==> config.mk <==
export PLATFORM = sky130hd
export DESIGN_NAME = serial_glue
export DESIGN_NICKNAME = d
export VERILOG_FILES = /design/src/verilog/serial_glue_pkg.sv /design/src/verilog/rotating_arbiter.sv /design/src/verilog/serial_glue.sv
export SDC_FILE = /design/constraint.sdc
export NUM_CORES = 1
export LEC_CHECK = 0
export BUFFER_PORTS_ARGS = -buffer_cell sky130_fd_sc_hd__buf_2
export CAP_MARGIN = 5
export CORE_AREA = 4 4 91 93
export CTS_BUF_LIST = sky130_fd_sc_hd__clkbuf_4 sky130_fd_sc_hd__clkbuf_8 sky130_fd_sc_hd__clkbuf_16
export DETAILED_ROUTE_END_ITERATION = 6
export DIE_AREA = 0 0 95 97
export GPL_TIMING_DRIVEN = 0
export PLACE_DENSITY_LB_ADDON = 0.08
export REMOVE_ABC_BUFFERS = 1
export SLEW_MARGIN = 20
export SYNTH_ARGS = -nofsm -noshare
export SYNTH_HDL_FRONTEND = slang
export SYNTH_SLANG_ARGS = --single-unit
export TNS_END_PERCENT = 30
==> constraint.sdc <==
create_clock -name clk_in -period 4 [get_ports clk_in]
set_clock_uncertainty 0.2 [all_clocks]
set_input_delay 0.4 -clock clk_in [delete_from_list [all_inputs] [get_ports clk_in]]
set_output_delay 0.4 -clock clk_in [all_outputs]
set_load 0.01 [all_outputs]
==> src/verilog/serial_glue_pkg.sv <==
/*
  Constants shared by the quad serial module glue logic: port count,
  module bus address decode, strobe and acknowledge timing.
  Assumes an 8-bit module bus on the glue clock; no other context.
*/
package serial_glue_pkg;
  // ===========================================================
  // sizes
  localparam int PORT_COUNT = 4;
  localparam int DATA_WIDTH = 8;
  localparam int ADDR_WIDTH = 6;
  // ===========================================================
  // address decode: uart ports 1 to 3 take 8 registers each; select 0 is a hole, so port 0 is never selected
  localparam int PORT_SEL_MSB = 5;
  localparam int PORT_SEL_LSB = 4;
  localparam logic [1:0] PORT_SEL_HOLE = 2'h0;
  localparam int REG_MSB = 2;
  // transmit-enable-always control byte sits on this I/O address
  localparam logic [5:0] ENABLE_ALWAYS_ADDR = 6'h3_F;
  localparam logic [3:0] ENABLE_ALWAYS_RESET = 4'h0;
  // ===========================================================
  // timing
  localparam int STROBE_NS = 20;
  localparam int CLK_NS = 5;
  localparam int STROBE_CYCLES = (STROBE_NS + CLK_NS - 1) / CLK_NS;
  localparam logic [7:0] ID_FILL = 8'h0_0;
endpackage : serial_glue_pkg

==> src/verilog/rotating_arbiter.sv <==
/*
  Rotating priority arbiter for the port interrupt requests.
  Assumes requests are synchronous levels and service is a one-cycle pulse.
*/
`timescale 1ns/1ps
module rotating_arbiter #(
  parameter int WIDTH = 4
) (
  input wire logic clk_in,
  input wire logic sys_rst_in,
  input wire logic enable_in,
  input wire logic [WIDTH-1:0] request_in,
  input wire logic serviced_in,
  output logic [WIDTH-1:0] grant_out
);
  // ===========================================================
  // priority pointer: index of highest-priority port
  logic [$clog2(WIDTH)-1:0] top;
  logic [WIDTH-1:0] pick;
  logic [$clog2(WIDTH)-1:0] pick_idx;

  // search from the top pointer around the ring
  always_comb begin
    pick = '0;
    pick_idx = top;
    for (int k = WIDTH - 1; k >= 0; k--) begin
      if (request_in[(int'(top) + k) % WIDTH]) begin
        pick = '0;
        pick[(int'(top) + k) % WIDTH] = 1'b1;
        pick_idx = $clog2(WIDTH)'((int'(top) + k) % WIDTH);
      end
    end
  end

  // serviced port drops to lowest, next one becomes highest
  always_ff @(posedge clk_in or posedge sys_rst_in) begin
    if (sys_rst_in) begin
      top <= '0;
      grant_out <= '0;
    end else if (enable_in) begin
      grant_out <= pick;
      if (serviced_in && |grant_out) begin
        top <= pick_idx + 1'b1;
      end
    end
  end

  serviced_next_a: assert property (@(posedge clk_in) disable iff (sys_rst_in)
    enable_in && serviced_in && |grant_out && grant_out == pick
    |=> top == $past(pick_idx) + 1'b1)
    else $error("priority did not rotate past serviced port");
  grant_onehot_a: assert property (@(posedge clk_in) disable iff (sys_rst_in)
    $onehot0(grant_out))
    else $error("more than one port granted");
endmodule : rotating_arbiter

==> src/verilog/serial_glue.sv <==
/*
  Glue logic of a four-port serial module: module bus decode, chip
  selects, strobes, acknowledge, line enables and interrupt arbitration.
  Assumes the module bus inputs are synchronous to clk_in and that the
  carrier waits for ack_n_out before ending a cycle.
*/
`timescale 1ns/1ps
module serial_glue #(
  parameter int STROBE_LEN = serial_glue_pkg::STROBE_CYCLES
) (
  input wire logic clk_in,
  input wire logic sys_rst_in,
  input wire logic clk_en_in,
  input wire logic io_sel_n_in,
  input wire logic id_sel_n_in,
  input wire logic write_n_in,
  input wire logic [5:0] addr_in,
  input wire logic [7:0] host_data_in,
  output logic [7:0] host_data_out,
  output logic host_data_oe_out,
  output logic ack_n_out,
  output logic [7:0] uart_data_out,
  output logic uart_data_oe_out,
  input wire logic [7:0] uart_data_in,
  output logic [2:0] uart_addr_out,
  output logic [3:0] uart_cs_n_out,
  output logic uart_rd_n_out,
  output logic uart_wr_n_out,
  output logic rom_cs_n_out,
  input wire logic [7:0] rom_data_in,
  output logic [3:0] uart_ri_n_out,
  output logic [3:0] uart_dsr_n_out,
  output logic [3:0] uart_dcd_n_out,
  input wire logic [3:0] uart_dtr_n_in,
  input wire logic [3:0] uart_rts_n_in,
  input wire logic [3:0] uart_txd_in,
  input wire logic [3:0] uart_irq_in,
  output logic [3:0] rx_enable_out,
  output logic [3:0] tx_enable_out,
  output logic [3:0] line_txd_out,
  output logic [3:0] int_req_n_out,
  input wire logic int_ack_n_in
);
  // ===========================================================
  // cycle states
  typedef enum logic [1:0] {IDLE, STROBE, ACK, DONE} cycle_type;
  cycle_type state;
  cycle_type next_state;
  logic [7:0] count;
  logic [3:0] enable_always;
  logic is_write;
  logic is_id;
  logic [5:0] addr;
  logic [3:0] grant;
  logic serviced;
  logic ack_prev;

  // one decode of an address into the uart port select
  function automatic logic [3:0] port_cs(input logic [5:0] a);
    port_cs = 4'hF;
    if (a[serial_glue_pkg::PORT_SEL_MSB:serial_glue_pkg::PORT_SEL_LSB]
        != serial_glue_pkg::PORT_SEL_HOLE) begin
      port_cs[a[5:4]] = 1'b0;
    end
  endfunction : port_cs

  // ===========================================================
  // host bus decode
  wire cycle_start = ~io_sel_n_in | ~id_sel_n_in;
  // in IDLE the captured copies are not loaded yet, so decode the live bus;
  // otherwise the first strobe cycle would use the previous access
  wire [5:0] sel_addr = (state == IDLE) ? addr_in : addr;
  wire sel_id = (state == IDLE) ? ~id_sel_n_in : is_id;
  wire sel_write = (state == IDLE) ? ~write_n_in : is_write;
  wire is_ctrl = (sel_addr == serial_glue_pkg::ENABLE_ALWAYS_ADDR);
  wire [3:0] decoded_cs = (sel_id || is_ctrl) ? 4'hF : port_cs(sel_addr);
  wire uart_hit = ~&decoded_cs;
  wire strobe_done = (count == 8'(STROBE_LEN - 1));
  wire [7:0] read_mux = is_id ? rom_data_in :
                        is_ctrl ? {4'h0, enable_always} :
                        uart_hit ? uart_data_in : 8'h0_0;
  wire [3:0] next_tx_enable = ~uart_rts_n_in | enable_always;

  // access sequencer: select, hold strobe, acknowledge, wait release
  always_comb begin
    next_state = state;
    unique case (state)
      IDLE: if (cycle_start) next_state = STROBE;
      STROBE: if (strobe_done) next_state = ACK;
      ACK: next_state = DONE;
      DONE: if (!cycle_start) next_state = IDLE;
    endcase
  end

  always_ff @(posedge clk_in or posedge sys_rst_in) begin
    if (sys_rst_in) begin
      state <= IDLE;
      count <= 8'h0_0;
      is_write <= 1'b0;
      is_id <= 1'b0;
      addr <= 6'h0_0;
    end else if (clk_en_in) begin
      state <= next_state;
      count <= (state == STROBE) ? count + 8'h0_1 : 8'h0_0;
      if (state == IDLE && cycle_start) begin
        is_write <= ~write_n_in;
        is_id <= ~id_sel_n_in;
        addr <= addr_in;
      end
    end
  end

  // ===========================================================
  // uart and rom strobes, registered so outputs come from flops
  always_ff @(posedge clk_in or posedge sys_rst_in) begin
    if (sys_rst_in) begin
      uart_cs_n_out <= 4'hF;
      uart_rd_n_out <= 1'b1;
      uart_wr_n_out <= 1'b1;
      rom_cs_n_out <= 1'b1;
      uart_addr_out <= 3'h0;
      uart_data_out <= 8'h0_0;
      uart_data_oe_out <= 1'b0;
    end else if (clk_en_in) begin
      uart_cs_n_out <= (next_state == STROBE) ? decoded_cs : 4'hF;
      uart_rd_n_out <= ~(next_state == STROBE && uart_hit && !sel_write);
      uart_wr_n_out <= ~(next_state == STROBE && uart_hit && sel_write);
      rom_cs_n_out <= ~(next_state == STROBE && sel_id && !sel_write);
      uart_addr_out <= sel_addr[serial_glue_pkg::REG_MSB:0];
      uart_data_out <= host_data_in;
      uart_data_oe_out <= next_state == STROBE && uart_hit && sel_write;
    end
  end

  // acknowledge for every access, decoded or not; read data with it
  always_ff @(posedge clk_in or posedge sys_rst_in) begin
    if (sys_rst_in) begin
      ack_n_out <= 1'b1;
      host_data_out <= 8'h0_0;
      host_data_oe_out <= 1'b0;
      enable_always <= serial_glue_pkg::ENABLE_ALWAYS_RESET;
    end else if (clk_en_in) begin
      ack_n_out <= ~(state == STROBE && strobe_done);
      host_data_oe_out <= state == STROBE && strobe_done && !is_write;
      if (state == STROBE && strobe_done) host_data_out <= read_mux;
      // id space writes fall through: only the control byte is writable
      if (state == STROBE && strobe_done && is_write && !is_id && is_ctrl) begin
        enable_always <= host_data_in[3:0];
      end
    end
  end

  // ===========================================================
  // line side: enables, tied-off modem inputs, data passthrough
  always_ff @(posedge clk_in or posedge sys_rst_in) begin
    if (sys_rst_in) begin
      rx_enable_out <= 4'h0;
      tx_enable_out <= 4'h0;
      line_txd_out <= 4'hF;
      uart_ri_n_out <= 4'hF;
      uart_dsr_n_out <= 4'hF;
      uart_dcd_n_out <= 4'hF;
    end else if (clk_en_in) begin
      rx_enable_out <= ~uart_dtr_n_in;
      tx_enable_out <= next_tx_enable;
      // a disabled driver still presents mark so the line idles high
      line_txd_out <= uart_txd_in | ~next_tx_enable;
      uart_ri_n_out <= 4'hF;
      uart_dsr_n_out <= 4'hF;
      uart_dcd_n_out <= 4'hF;
    end
  end

  // ===========================================================
  // interrupt arbitration; service is the carrier's acknowledge edge
  always_ff @(posedge clk_in or posedge sys_rst_in) begin
    if (sys_rst_in) begin
      ack_prev <= 1'b1;
      int_req_n_out <= 4'hF;
    end else if (clk_en_in) begin
      ack_prev <= int_ack_n_in;
      int_req_n_out <= ~grant;
    end
  end
  assign serviced = ack_prev & ~int_ack_n_in;

  rotating_arbiter #(
    .WIDTH(serial_glue_pkg::PORT_COUNT)
  ) arbiter (
    .clk_in(clk_in),
    .sys_rst_in(sys_rst_in),
    .enable_in(clk_en_in),
    .request_in(uart_irq_in),
    .serviced_in(serviced),
    .grant_out(grant)
  );

  // ===========================================================
  // checks
  ack_every_cycle_a: assert property (@(posedge clk_in) disable iff (sys_rst_in)
    clk_en_in && state == IDLE && cycle_start ##1 clk_en_in[*4] |=> !ack_n_out)
    else $error("access not acknowledged");
  ack_one_cycle_a: assert property (@(posedge clk_in) disable iff (sys_rst_in)
    $fell(ack_n_out) && clk_en_in |=> ack_n_out)
    else $error("acknowledge longer than one cycle");
  rom_no_write_a: assert property (@(posedge clk_in) disable iff (sys_rst_in)
    !rom_cs_n_out |-> !is_write && uart_wr_n_out)
    else $error("rom selected on a write");
  single_select_a: assert property (@(posedge clk_in) disable iff (sys_rst_in)
    $onehot0(~uart_cs_n_out) && (rom_cs_n_out || &uart_cs_n_out))
    else $error("two devices selected");
  tx_enable_a: assert property (@(posedge clk_in) disable iff (sys_rst_in)
    clk_en_in |=> tx_enable_out == ($past(~uart_rts_n_in) | $past(enable_always)))
    else $error("transmit enable wrong");
  rx_enable_a: assert property (@(posedge clk_in) disable iff (sys_rst_in)
    clk_en_in |=> rx_enable_out == ~$past(uart_dtr_n_in))
    else $error("receive enable not from dtr");
  modem_tied_a: assert property (@(posedge clk_in) disable iff (sys_rst_in)
    &uart_ri_n_out && &uart_dsr_n_out && &uart_dcd_n_out)
    else $error("modem input not held high");
  idle_mark_a: assert property (@(posedge clk_in) disable iff (sys_rst_in)
    clk_en_in && uart_rts_n_in == 4'hF && enable_always == 4'h0 |=> line_txd_out == 4'hF)
    else $error("line not at mark while idle");
endmodule : serial_glue

==> impl_metrics.toml <==
[place]
io_buffer_count = 96
dp_slack_ns = 0.4774
dp_hpwl_mm = 5.773
finalWeightedCongestion = 0.8045

[sta]
slew_headroom = 0.3246
max_freq_ghz = 0.2836
period_share = 0.8814
slew_viol_final = 0
timing.hold.ws_ns = 0.02645
tightest_slew_ns = 1.009
grt_setup_unrepaired = "no"
setup_viol = 0
hold_viol_final = 0
fin_ws_ns = 0.4742
period_needed_ns = 3.526

[pwr]
p_switching_w = 0.001059
power_leakage_nw = 2.168
ir_drop_mv = 0.3429
combPwrFrac = 0.362
seqPwrFrac = 0.400
switching_share = 0.3558
clkPwrFrac = 0.238
p_per_area_nw_per_um2 = 651.2
internal_power_w = 0.001917

[finish]
post-route-util = 0.6072
multiInputGateArea_sq_um = 1763
fill_cells = 664
drive_gt1_frac = 0.3674
nets = 517
syn2layout_area_growth_pct = 21.56
diodes = 0
sequential_cell_area_sq_um = 1847

[flow_run]
cap_violations = 0

[worst_setup_path]
r2r-start = "arbiter.top[0]$_DFFE_PP0P_"
worstPathRequired_ns = 4.03
path_class = "reg2reg"
cp_max_fo = 15
reg2reg_to = "arbiter.top[1]$_DFFE_PP0P_"
crit_path_start_kind = "register"
cp-end-kind = "register"
critPathCapture = "arbiter.top[1]$_DFFE_PP0P_"
ff2ff_path_depth = 8
crit_start = "arbiter.top[0]$_DFFE_PP0P_"
reg2reg_slack_ns = 0.47
critPathArrivalTime_ns = 3.56

[synthesis]
ys_types = 51
synth_compound_area_frac = 0.1291
synth-edff-count = 0
synthArstFlopShare = 1.000
syn_area_sq_um = 3760
yosys.area_share.simple = 0.1451
synthAdderAreaFrac = 0.02995
synth_top_family_by_area = "simple AND/OR/NAND/NOR gates"
synthXorXnorAreaFrac = 0.009318
syn-instance-count = 359
synth_warnings = 0
ys_seq_area_frac = 0.4912
synth_area_per_cell_sq_um = 10.47
ys.flop_type = "dfrtp_1"
muxShareOfSynthArea = 0.1424
ys_ff_latch = 73

[routing]
dr_wl_met3_um = 542
drt_iter0_drc = 106
drtPass1Iterations = 6
route.met2.wl_mm = 3.571
wl_per_cell_um = 14.05
final_antenna_net_count = 0
wl_mm = 7.895
drcViolationCount = 0
met1_length_mm = 3.665
via_count = 2861
vias_per_cell = 5.091
highest_layer = "met4"

[global_route]
grt_pass1_wl_mm = 13.43
grt_overflow = 0
grt_use_total = 0.1835
grt_pass1_vias = 2829
grt_max_degree = 42
antenna_found_initial = 0

[clocking]
insertion_delay_ns = 0.35
cts.sinks = 73
clockRootBuffer = "clkbuf_8"
cts_buffers = 9
clock_path_buffers = 2
clkTransAtPathRegs_ns = 0.07
cts_tree = "built"
cts.repair.resized = 0
htreeDepth = 3

[die]
die_x_um = 95
rows = 32
floorplan.initialDensity = 0.4995
die_height_um = 97
dieArea_sq_um = 9215
boundaryPins = 110
core_sq_um = 7527

[min_path]
worst_hold_path_type = "in2reg"

[outcome]
status = "complete, no violations"
[routing by layer]
layer	vias up	global-route usage
met4	0	0.05993
met2	79	0.2885
met3	9	0.05288
li1	1441	-
met1	1332	0.2429
met5	-	0
[flip-flops by register name, summed over array words and instances, names as in the netlist, 2 cells and up]
register           flops
uart_addr_out          3
arbiter.grant_out      4
addr                   6
arbiter.top            2
enable_always          4
tx_enable_out          4
state                  2
rx_enable_out          4
uart_cs_n_out          3
uart_data_out          8
line_txd_out           4
count                  8
int_req_n_out          4
host_data_out          8
[per-stage QoR]
| step | total power [W] | std cells | cell area (sq um) | TNS [ns] |
|---|---|---|---|---|
| floorplan | 0.001937 | 344 | 3651 | 0 |
| global placement | 0.002249 | 542 | 4259 | -0.06200 |
| detailed placement | 0.002284 | 544 | 4302 | 0 |
| CTS | 0.003007 | 562 | 4571 | 0 |
| global route | 0.003203 | 562 | 4571 | 0 |
| finish | 0.002976 | 562 | 4571 | 0 |
[power by group through the flow]
stage / clock network (W) / registers, W / logic (W)
detailed placement: 0 / 0.00120 / 0.00108
finish: 0.000708 / 0.00119 / 0.00108
floorplan: 0 / 0.00122 / 0.000714
global route: 0.000758 / 0.00123 / 0.00122
global placement: 0 / 0.00120 / 0.00105
CTS: 0.000731 / 0.00119 / 0.00109
[final cells by class]
class                   count  area share
flip-flops and latches     73      0.4041
well taps                 102     0.02792
inverters                  11    0.009581
repair buffers            100      0.1183
multi-input cells         260      0.3857
clock inverters             5     0.02272
clock buffers              11     0.03175
[placed cells by master (no fill, tap or decap), drive strengths merged, types with 2 or more instances in the layout]
cell	netlist	final
o2bb2ai	2	2
conb	1	13
nand2b	2	2
nor3	3	3
a22oi	4	4
a21oi	26	26
a211o	2	2
xor2	4	4
nor2	53	53
dlygate4sd3	0	2
bufinv	0	3
nand4	4	4
a31oi	4	4
nand3	4	4
inv	10	10
dfrtp	57	57
mux2i	16	16
clkinv	1	3
a221oi	4	4
dfstp	16	16
buf	19	98
and3	5	5
clkbuf	8	11
or4b	2	2
mux2	28	28
o21ai	21	21
or3	2	2
nand2	24	24
a211oi	5	5
nor2b	6	6
mux4	2	2
ha	9	9
[cells in the mapped netlist (all sizes together), types with 2 or more instances]
cell type / instances / area share
a211o: 2 / 0.0047
a211oi: 5 / 0.010
a21oi: 26 / 0.035
a221oi: 4 / 0.0093
a22oi: 4 / 0.0080
a31oi: 4 / 0.0067
and3: 5 / 0.0087
buf: 19 / 0.033
clkbuf: 8 / 0.0080
dfrtp: 57 / 0.38
dfstp: 16 / 0.11
ha: 9 / 0.030
inv: 10 / 0.010
mux2: 28 / 0.088
mux2i: 16 / 0.043
mux4: 2 / 0.012
nand2: 24 / 0.024
nand2b: 2 / 0.0033
nand3: 4 / 0.0087
nand4: 4 / 0.0067
nor2: 53 / 0.053
nor2b: 6 / 0.010
nor3: 3 / 0.0053
o21ai: 21 / 0.028
o2bb2ai: 2 / 0.0047
or3: 2 / 0.0033
or4b: 2 / 0.0073
xor2: 4 / 0.0093
[timing repair]
item                                   4_1_cts  5_1_grt
endpoints found under the hold margin       27        0
setup buffers                                0        0
hold buffers                                 2        0
[logic make-up after synthesis]
family          after synthesis
buf+inv                      38
xor+xnor                      4
simple gates                110
fa+ha+maj                     9
mux                          46
flops                        73
other cells                   1
compound gates               78
[worst max-delay path, stage by stage (launching register included)]
cell and delay [ns]:
dfrtp_1 0.74, inv_1 0.24, ha_1 0.47, mux2_2 0.36
mux2i_1 0.65, a211oi_1 0.17, a21oi_1 0.25, nor3_1 0.09
a211o_1 0.25
[how the worst min path moves through the flow]
| stage | cells past startpoint | endpoint | slack, ns | from |
|---|---|---|---|---|
| 2_1_floorplan | 1 | int_req_n_out[3]$_DFFE_PP1P_ | 0.21 | arbiter.grant_out[3]$_DFFE_PP0P_ |
| 3_3_place_gp | 1 | int_req_n_out[3]$_DFFE_PP1P_ | 0.24 | arbiter.grant_out[3]$_DFFE_PP0P_ |
| 3_5_place_dp | 1 | int_req_n_out[1]$_DFFE_PP1P_ | 0.24 | arbiter.grant_out[1]$_DFFE_PP0P_ |
| 4_1_cts | 2 | rx_enable_out[0]$_DFFE_PP0P_ | 0.009 | uart_dtr_n_in[0] |
| 5_1_grt | 2 | rx_enable_out[0]$_DFFE_PP0P_ | 0.04 | uart_dtr_n_in[0] |
| 6_report | 2 | rx_enable_out[0]$_DFFE_PP0P_ | 0.03 | uart_dtr_n_in[0] |
Power figures use the tool's default switching activity.
